File: src/rtl/mpio_pkg.sv
// package: constants for the meter pulse input/output block
package mpio_pkg;
    // ****************************************
    // timing
    // ****************************************
    localparam int CLK_HZ = 100_000_000;
    localparam int OUT_CLOSED_MS = 125;
    localparam int OUT_OPEN_MS = 125;
    localparam int IN_MIN_MS = 100;
    localparam int OUT_CLOSED_CYC = (OUT_CLOSED_MS * (CLK_HZ / 1000));
    localparam int OUT_OPEN_CYC = (OUT_OPEN_MS * (CLK_HZ / 1000));
    // debounce qualifies at half the least pulse length
    localparam int IN_QUAL_CYC = (IN_MIN_MS * (CLK_HZ / 1000)) / 2;
    // ****************************************
    // register offsets (byte addresses)
    // ****************************************
    localparam logic [7:0] ADDR_CTRL = 8'h00;
    localparam logic [7:0] ADDR_OUT_VALUE = 8'h04;
    localparam logic [7:0] ADDR_STATUS = 8'h08;
    localparam logic [7:0] ADDR_PULSE_VALUES = 8'h0c; // [15:0] energy, [31:16] volume
    localparam logic [7:0] ADDR_CH_BASE = 8'h10;
    localparam logic [7:0] CH_STRIDE = 8'h10;
    localparam logic [3:0] CH_CFG = 4'h0;
    localparam logic [3:0] CH_START = 4'h4;
    localparam logic [3:0] CH_TOTAL = 4'h8;
    localparam logic [3:0] CH_SERIAL = 4'hc;
    // ****************************************
    // field positions and reset values
    // ****************************************
    localparam int CTRL_OUT_EN_BIT = 0;
    localparam logic [31:0] CTRL_RESET = 32'h0000_0001;
    localparam int CFG_WEIGHT_LSB = 0;
    localparam int CFG_UNIT_LSB = 4;
    localparam int CFG_MFR_LSB = 16;
    localparam logic [2:0] WEIGHT_1 = 3'h0;
    localparam logic [2:0] WEIGHT_2P5 = 3'h1;
    localparam logic [2:0] WEIGHT_10 = 3'h2;
    localparam logic [2:0] WEIGHT_25 = 3'h3;
    localparam logic [2:0] WEIGHT_100 = 3'h4;
    localparam logic [2:0] WEIGHT_250 = 3'h5;
    localparam logic [2:0] WEIGHT_1000 = 3'h6;
    localparam logic [1:0] UNIT_NONE = 2'h0;
    localparam logic [1:0] UNIT_LITRE = 2'h1;
    localparam logic [1:0] UNIT_KWH = 2'h2;
    // per-pulse values in tenths so that 2.5 is whole
    localparam logic [31:0] OUT_ENERGY_VALUE = 32'h0000_000a; // 1 kWh, tenths
    localparam logic [31:0] OUT_VOLUME_VALUE = 32'h0000_0064; // 10 l, tenths
    localparam logic [7:0] MODULE_TYPE_DEFAULT = 8'h0a; // value arbitrary
    localparam logic [31:0] READ_UNMAPPED = 32'h0000_0000;
endpackage : mpio_pkg

File: src/rtl/mpio_top.sv
// module: pulse outputs and three counting pulse inputs of a meter
// ****************************************
// Overview of operation
// RQ1: closed output pulse lasts exactly 125 ms
// RQ2: open gap of 125 ms between pulses
// RQ3: energy pulse per lowest energy digit step
// RQ4: volume pulse per second volume digit step
// RQ5: control bit disables both outputs, switches open
// RQ6: per-pulse output values and module type readable
// RQ7: three independent totals readable over bus
// RQ8: selectable weight per input pulse
// RQ9: total preloadable with external meter start value
// RQ10: per-channel unit litres, kWh or none
// RQ11: per-channel serial and manufacturer code stored
// RQ12: external pulses at least 100 ms on/off
// RQ13: short circuit across inputs counts as pulse
// RQ14: synchronise, debounce, one count per cycle
// ****************************************
`timescale 1ns/10ps
module mpio_top #(
    parameter int OUT_CLOSED_CYCLES = mpio_pkg::OUT_CLOSED_CYC,
    parameter int OUT_OPEN_CYCLES = mpio_pkg::OUT_OPEN_CYC,
    parameter int IN_QUAL_CYCLES = mpio_pkg::IN_QUAL_CYC,
    parameter int NUM_IN = 3,
    parameter logic [7:0] MODULE_TYPE = mpio_pkg::MODULE_TYPE_DEFAULT
) (
    // clock and reset
    input wire logic core_clk,
    input wire logic nrst,
    // register port
    input wire logic [7:0] reg_addr,
    input wire logic [31:0] reg_wdata,
    input wire logic reg_wr,
    input wire logic reg_rd,
    output logic [31:0] reg_rdata,
    // increment events from the metrology core
    input wire logic energy_step,
    input wire logic volume_step,
    // switch outputs, high closes the contact
    output logic energy_switch,
    output logic volume_switch,
    // pulse inputs, low while contact closed or wires shorted
    input wire logic [NUM_IN-1:0] pulse_in_n
);
    // ****************************************
    // register file
    // ****************************************
    logic [31:0] ctrl_reg, ctrl_next;
    logic [31:0] cfg_reg [NUM_IN];
    logic [31:0] cfg_next [NUM_IN];
    logic [31:0] serial_reg [NUM_IN];
    logic [31:0] serial_next [NUM_IN];
    logic [31:0] total_reg [NUM_IN];
    logic [31:0] total_next [NUM_IN];
    logic [31:0] rdata_reg, rdata_next;
    logic [NUM_IN-1:0] count_ev;
    logic [1:0] out_busy;

    // weight in tenths of a unit
    function automatic logic [31:0] weight_of(input logic [2:0] sel);
        logic [31:0] w;
        w = 32'h0000_000a;
        case (sel)
            mpio_pkg::WEIGHT_2P5: w = 32'h0000_0019;
            mpio_pkg::WEIGHT_10: w = 32'h0000_0064;
            mpio_pkg::WEIGHT_25: w = 32'h0000_00fa;
            mpio_pkg::WEIGHT_100: w = 32'h0000_03e8;
            mpio_pkg::WEIGHT_250: w = 32'h0000_09c4;
            mpio_pkg::WEIGHT_1000: w = 32'h0000_2710;
            default: w = 32'h0000_000a;
        endcase
        return w;
    endfunction : weight_of

    // writes, preload and accumulation
    always_comb begin
        logic [7:0] base;
        base = 8'h00;
        ctrl_next = ctrl_reg;
        if (reg_wr && reg_addr == mpio_pkg::ADDR_CTRL) begin
            ctrl_next = reg_wdata; // see RQ5
        end
        for (int i = 0; i < NUM_IN; i++) begin
            base = 8'(mpio_pkg::ADDR_CH_BASE + 8'(i) * mpio_pkg::CH_STRIDE);
            cfg_next[i] = cfg_reg[i];
            serial_next[i] = serial_reg[i];
            total_next[i] = total_reg[i];
            if (count_ev[i]) begin
                total_next[i] = total_reg[i] + weight_of(cfg_reg[i][2:0]); // see RQ8
            end
            if (reg_wr && reg_addr == base + {4'h0, mpio_pkg::CH_CFG}) begin
                cfg_next[i] = reg_wdata; // see RQ10
            end else if (reg_wr && reg_addr == base + {4'h0, mpio_pkg::CH_START}) begin
                total_next[i] = reg_wdata; // see RQ9
            end else if (reg_wr && reg_addr == base + {4'h0, mpio_pkg::CH_SERIAL}) begin
                serial_next[i] = reg_wdata; // see RQ11
            end
        end
    end

    // read mux, data one cycle after the strobe
    always_comb begin
        logic [7:0] base;
        base = 8'h00;
        rdata_next = mpio_pkg::READ_UNMAPPED;
        if (reg_rd) begin
            if (reg_addr == mpio_pkg::ADDR_CTRL) begin
                rdata_next = ctrl_reg;
            end else if (reg_addr == mpio_pkg::ADDR_OUT_VALUE) begin
                rdata_next = {MODULE_TYPE, 24'h0}; // see RQ6
            end else if (reg_addr == mpio_pkg::ADDR_PULSE_VALUES) begin
                // both per-pulse values share one word, clear of the channel windows
                rdata_next = {mpio_pkg::OUT_VOLUME_VALUE[15:0], mpio_pkg::OUT_ENERGY_VALUE[15:0]}; // see RQ6
            end else if (reg_addr == mpio_pkg::ADDR_STATUS) begin
                rdata_next = {30'h0, out_busy};
            end else begin
                for (int i = 0; i < NUM_IN; i++) begin
                    base = 8'(mpio_pkg::ADDR_CH_BASE + 8'(i) * mpio_pkg::CH_STRIDE);
                    if (reg_addr == base + {4'h0, mpio_pkg::CH_CFG}) begin
                        rdata_next = cfg_reg[i]; // see RQ11
                    end else if (reg_addr == base + {4'h0, mpio_pkg::CH_TOTAL}) begin
                        rdata_next = total_reg[i]; // see RQ7
                    end else if (reg_addr == base + {4'h0, mpio_pkg::CH_SERIAL}) begin
                        rdata_next = serial_reg[i];
                    end
                end
            end
        end
    end

    always_ff @(posedge core_clk or negedge nrst) begin
        if (!nrst) begin
            ctrl_reg <= mpio_pkg::CTRL_RESET;
            rdata_reg <= 32'h0000_0000;
            for (int i = 0; i < NUM_IN; i++) begin
                cfg_reg[i] <= 32'h0000_0000;
                serial_reg[i] <= 32'h0000_0000;
                total_reg[i] <= 32'h0000_0000;
            end
        end else begin
            ctrl_reg <= ctrl_next;
            rdata_reg <= rdata_next;
            for (int i = 0; i < NUM_IN; i++) begin
                cfg_reg[i] <= cfg_next[i];
                serial_reg[i] <= serial_next[i];
                total_reg[i] <= total_next[i];
            end
        end
    end
    assign reg_rdata = rdata_reg;

    // ****************************************
    // pulse outputs
    // ****************************************
    logic out_en;
    assign out_en = ctrl_reg[mpio_pkg::CTRL_OUT_EN_BIT];

    mpio_pulse_out #(.CLOSED_CYCLES(OUT_CLOSED_CYCLES), .OPEN_CYCLES(OUT_OPEN_CYCLES)) u_energy (
        .core_clk(core_clk),
        .nrst(nrst),
        .enable(out_en),
        .step(energy_step), // see RQ3
        .switch_closed(energy_switch),
        .busy(out_busy[0])
    );

    mpio_pulse_out #(.CLOSED_CYCLES(OUT_CLOSED_CYCLES), .OPEN_CYCLES(OUT_OPEN_CYCLES)) u_volume (
        .core_clk(core_clk),
        .nrst(nrst),
        .enable(out_en),
        .step(volume_step), // see RQ4
        .switch_closed(volume_switch),
        .busy(out_busy[1])
    );

    // ****************************************
    // pulse inputs
    // ****************************************
    for (genvar g = 0; g < NUM_IN; g++) begin : g_in
        mpio_pulse_in #(.QUAL_CYCLES(IN_QUAL_CYCLES)) u_in (
            .core_clk(core_clk),
            .nrst(nrst),
            .pin_n(pulse_in_n[g]),
            .count(count_ev[g])
        );
    end
endmodule : mpio_top

// one switch output: 125 ms closed, 125 ms open, steps queued
module mpio_pulse_out #(
    parameter int CLOSED_CYCLES = 12_500_000,
    parameter int OPEN_CYCLES = 12_500_000
) (
    // clock and reset
    input wire logic core_clk,
    input wire logic nrst,
    // control
    input wire logic enable,
    input wire logic step,
    // status
    output logic switch_closed,
    output logic busy
);
    typedef enum logic [1:0] {PO_IDLE, PO_CLOSED, PO_OPEN} mpio_po_state_type;
    mpio_po_state_type state_reg, state_next;
    logic [31:0] cnt_reg, cnt_next;
    logic [15:0] pend_reg, pend_next;
    logic sw_reg, sw_next;

    // next state of the pulse generator
    always_comb begin
        state_next = state_reg;
        cnt_next = cnt_reg;
        pend_next = pend_reg;
        sw_next = 1'b0;
        if (step && enable && pend_reg != 16'hffff) begin
            pend_next = pend_reg + 16'h0001;
        end
        case (state_reg)
            PO_IDLE: begin
                if (pend_next != 16'h0000 && enable) begin
                    pend_next = pend_next - 16'h0001;
                    state_next = PO_CLOSED;
                    cnt_next = 32'(CLOSED_CYCLES - 1);
                    sw_next = 1'b1;
                end
            end
            PO_CLOSED: begin
                sw_next = 1'b1;
                if (cnt_reg == 32'h0) begin
                    state_next = PO_OPEN; // see RQ1
                    cnt_next = 32'(OPEN_CYCLES - 1);
                    sw_next = 1'b0;
                end else begin
                    cnt_next = cnt_reg - 32'h1;
                end
            end
            PO_OPEN: begin
                if (cnt_reg == 32'h0) begin
                    state_next = PO_IDLE; // see RQ2
                end else begin
                    cnt_next = cnt_reg - 32'h1;
                end
            end
            default: state_next = PO_IDLE;
        endcase
        if (!enable) begin
            pend_next = 16'h0000; // see RQ5
            if (state_reg == PO_CLOSED || state_next == PO_CLOSED) begin
                state_next = PO_OPEN;
                cnt_next = 32'(OPEN_CYCLES - 1);
            end
            sw_next = 1'b0;
        end
    end

    always_ff @(posedge core_clk or negedge nrst) begin
        if (!nrst) begin
            state_reg <= PO_IDLE;
            cnt_reg <= 32'h0;
            pend_reg <= 16'h0000;
            sw_reg <= 1'b0;
        end else begin
            state_reg <= state_next;
            cnt_reg <= cnt_next;
            pend_reg <= pend_next;
            sw_reg <= sw_next;
        end
    end
    assign switch_closed = sw_reg;
    assign busy = (state_reg != PO_IDLE);
endmodule : mpio_pulse_out

// one input: two-flop sync, debounce, pulse on release
module mpio_pulse_in #(
    parameter int QUAL_CYCLES = 5_000_000
) (
    // clock and reset
    input wire logic core_clk,
    input wire logic nrst,
    // pin and event
    input wire logic pin_n,
    output logic count
);
    logic s1_reg, s2_reg, lvl_reg, lvl_next, cnt_ev_reg, cnt_ev_next;
    logic [31:0] q_reg, q_next;

    // level changes only after standing QUAL_CYCLES; count on release
    always_comb begin
        lvl_next = lvl_reg;
        q_next = q_reg;
        cnt_ev_next = 1'b0;
        if ((~s2_reg) == lvl_reg) begin
            q_next = 32'h0; // see RQ14
        end else if (q_reg == 32'(QUAL_CYCLES - 1)) begin
            q_next = 32'h0;
            lvl_next = ~s2_reg; // see RQ13
            cnt_ev_next = lvl_reg; // see RQ14
        end else begin
            q_next = q_reg + 32'h1; // see RQ12
        end
    end

    always_ff @(posedge core_clk or negedge nrst) begin
        if (!nrst) begin
            s1_reg <= 1'b1;
            s2_reg <= 1'b1;
            lvl_reg <= 1'b0;
            q_reg <= 32'h0;
            cnt_ev_reg <= 1'b0;
        end else begin
            s1_reg <= pin_n;
            s2_reg <= s1_reg;
            lvl_reg <= lvl_next;
            q_reg <= q_next;
            cnt_ev_reg <= cnt_ev_next;
        end
    end
    assign count = cnt_ev_reg;
endmodule : mpio_pulse_in

File: config.mk
export PLATFORM = sky130hd
export DESIGN_NAME = mpio_top
export DESIGN_NICKNAME = d
export VERILOG_FILES = /design/src/rtl/mpio_pkg.sv /design/src/rtl/mpio_top.sv
export SDC_FILE = /design/constraint.sdc
export NUM_CORES = 1
export LEC_CHECK = 0
export BUFFER_PORTS_ARGS = -buffer_cell sky130_fd_sc_hd__buf_2
export CAP_MARGIN = 20
export CORE_ASPECT_RATIO = 0.8
export CORE_MARGIN = 2
export CORE_UTILIZATION = 54
export DETAILED_ROUTE_END_ITERATION = 8
export GPL_ROUTABILITY_DRIVEN = 0
export PLACE_DENSITY = 0.7
export SLEW_MARGIN = 20
export SYNTH_ARGS = -nofsm -noshare
export SYNTH_HDL_FRONTEND = slang
export SYNTH_HIERARCHICAL = 1
export SYNTH_SLANG_ARGS = --single-unit
File: constraint.sdc
create_clock -name core_clk -period 4.8 [get_ports core_clk]
set_input_delay 0.96 -clock core_clk [delete_from_list [all_inputs] [get_ports core_clk]]
set_output_delay 0.96 -clock core_clk [all_outputs]
set_load 0.02 [all_outputs]
==> flow_summary.json <==
{
  "status": "finished, final reports clean",
  "slowest_delay_ns": 0.59,
  "antenna_found_initial": 8,
  "cts_tree": "built",
  "tightest_slew_ns": 1.14,
  "clock_skew_ns": 0.0239,
  "cp-end-kind": "flip-flop",
  "met3_usage_pct": 6.13,
  "die-width_um": 282,
  "fin_util_pct": 59.8,
  "r2r_slack_ns": 0.42,
  "cts_hold_buf": 0,
  "drt-initial-drc-count": 2818,
  "synth.distinct_cells": 99,
  "yosys.area.top_type": "dfrtp_1",
  "worstSetupPathType": "flip-flop to flip-flop",
  "leakage_nw": 15.0,
  "setup_viol": 0,
  "postSynthCellCount": 3564,
  "synth-xor-area-share_pct": 4.19,
  "nNetsFinal": 3630,
  "grt_max_degree": 122,
  "synth_simple_gate_area_share_pct": 19.5,
  "fp-row-count": 81,
  "ant_nets": 0,
  "routed_via_density": 6.61,
  "synth-edff-count": 0,
  "slew_viol_final": 0,
  "dp_slack_ns": 0.461,
  "max_freq_mhz": 228,
  "start_util_pct": 54.7,
  "netlist_top_cells_area": "dfrtp_1 41%, mux2_2 7.8%, a21oi_1 4.0%",
  "setup_slack_ns": 0.417,
  "synth_async_sr_flop_share_pct": 100,
  "cts-buffers-inserted": 58,
  "cts_setup_buffers": 0,
  "netlist.area_leader.share_pct": 41.5,
  "routedWlPerCell_um": 21.9,
  "crit_chain": "ha_1 -> nand3_1 -> nor4_2 -> nor2_1 -> xnor2_1 -> ha_1 -> nand2_1 -> or4_1 -> a22oi_2 -> nand3_4 -> o211ai_2 -> a21oi_1 -> or3_1",
  "grt-ovfl-total": 0,
  "rsz0062_at_grt": "no",
  "area_growth_pct": 9.33,
  "die_h_um": 227,
  "path_common_cell": "ha_1",
  "grt-busiest-layer": "met2",
  "grt_util_met2_pct": 45.0,
  "dpl.hpwl_um": 67800,
  "synth_ff_type": "dfrtp_1",
  "relSlewSlack_pct": 23.5,
  "layout-drive-gt1-share_pct": 16.3,
  "wirelength_um": 96400,
  "synth_area_um2": 33500,
  "clk_transition_reported_paths_ns": 0.07,
  "crit_required_ns": 5.31,
  "ys_warn_count": 6,
  "start_kind": "flip-flop",
  "drv_cap": 0,
  "cts.sinks": 562,
  "io_buffer_count": 82,
  "grt_pass1_vias": 27900,
  "ys_ff_latch": 562,
  "clkLatencyLatePin_ns": 0.64,
  "muxShareOfSynthArea_pct": 9.88,
  "grt_pass1_wl_um": 154000,
  "hold_viol_final": 0,
  "cp_top_family": "simple AND/OR/NAND/NOR gates",
  "vdd_drop_max_v": 0.000288,
  "use_met1_pct": 44.2,
  "synth-compound-area-share_pct": 18.6,
  "coreArea_um2": 61200,
  "root_buffer": "clkbuf_16",
  "setup-tns-final_ns": 0,
  "critPathSlowestCell": "nor4_2",
  "yosysSeqAreaShare_pct": 42.0,
  "power_density_nw_per_um2": 311,
  "syn_nets": 3666,
  "finalCriticalPeriod_ns": 4.38,
  "vias": 29100,
  "htreeDepth": 2,
  "hold_class": "input port to asynchronous set/reset pin",
  "fp.dieArea_um2": 64000,
  "avgSynthCellArea_um2": 9.39,
  "grt_usage_pct": 30.1,
  "ioPinCount": 83,
  "crit_fanout": 12,
  "cts_buffer_depth": 3,
  "worst-path-buf-inv": 0,
  "drt-pass1-iter-count": 9,
  "drc": 0,
  "synth-adder-area-share_pct": 2.05,
  "worstPathArrival_ns": 4.89,
  "synth_top_family_by_area": "simple AND/OR/NAND/NOR gates",
  "cts_resized": 0,
  "fin_crit_sh_pct": 91.3
}
-- cell families after synthesis --
logic type / count (synthesis)
flops: 562
compound gates: 943
buf+inv: 306
mux: 301
simple gates: 1239
xor+xnor: 160
fa+ha+maj: 53
-- cell usage after synthesis (42+ instances only) --
cell type	instances
a21oi_1	270
and3_1	69
buf_2	59
clkbuf_1	147
dfrtp_1	555
ha_1	50
inv_1	55
mux2_2	232
mux2i_1	67
nand2_1	289
nand2b_1	50
nand3_1	126
nand4_1	63
nor2_1	277
nor3_1	77
o21ai_0	171
o22ai_1	64
o31ai_1	42
or3_1	51
xnor2_1	111
xor2_1	49
-- worst paths after layout --
kind                                      startpoint                    to  cells after the start
worst max-delay path            u_volume/pend_reg[0]  u_volume/cnt_reg[23]                     13
worst min-delay path                            nrst         total_reg[36]                      1
worst max register to register  u_volume/pend_reg[0]  u_volume/cnt_reg[23]                     13
worst min register to register   g_in[0].u_in/s1_reg   g_in[0].u_in/s2_reg                      0
max in group asynchronous                       nrst  u_energy/cnt_reg[12]                      2
min in group core_clk            g_in[0].u_in/s1_reg   g_in[0].u_in/s2_reg                      0
-- power by group --
group / leakage [nW] / internal, mW / switching (mW)
clock network: 0.938 / 2.60 / 2.02
registers: 7.24 / 4.98 / 0.283
logic: 6.86 / 0.621 / 0.858
total: 15.0 / 8.20 / 3.16
-- layout make-up --
cell class	instances	area, um^2
fillers	5107	24600
multi-input cells	2696	18300
flip-flops and latches	562	14100
clock buffers	78	1640
repair buffers	151	1050
well taps	830	1040
clock inverters	26	265
inverters	59	221
diodes	5	12.5
-- cell usage in the layout, fill, tap and decap left out, types with 30 or more instances in the layout --
cell and n:
or3_1 51, nor4_1 32, nand2_1 288, a22oi_1 35, buf_4 59, mux2i_1 67, nor3_1 74, buf_2 81
and3_1 69, nor2_1 274, o22ai_1 64, nand2b_1 50, nand3_1 124, dfrtp_1 553, xor2_1 49, a211oi_1 32
inv_1 55, clkbuf_16 58, and4_1 33, a221oi_1 30, xnor2_1 111, ha_1 50, nand4_1 63, mux2_2 232
o21ai_0 171, o31ai_1 39, a21oi_1 270, and2_1 34
-- through the flow --
stage	power, mW	instance area (um^2)	cells	hold WS [ns]
2_1_floorplan	6.30	33500	3564	0.345
3_3_place_gp	6.71	34600	4295	0.350
3_5_place_dp	6.79	34700	4298	0.350
4_1_cts	11.4	36600	4402	0.359
5_1_grt	11.8	36600	4406	0.364
6_report	11.4	36600	4407	0.343
-- layer usage --
metal  up-vias  wire (um)
met5         -         21
met2      1348      42200
met1     14500      42700
met4         4       2340
li1      13200          -
met3       173       9070
Power figures use the tool's default switching activity.
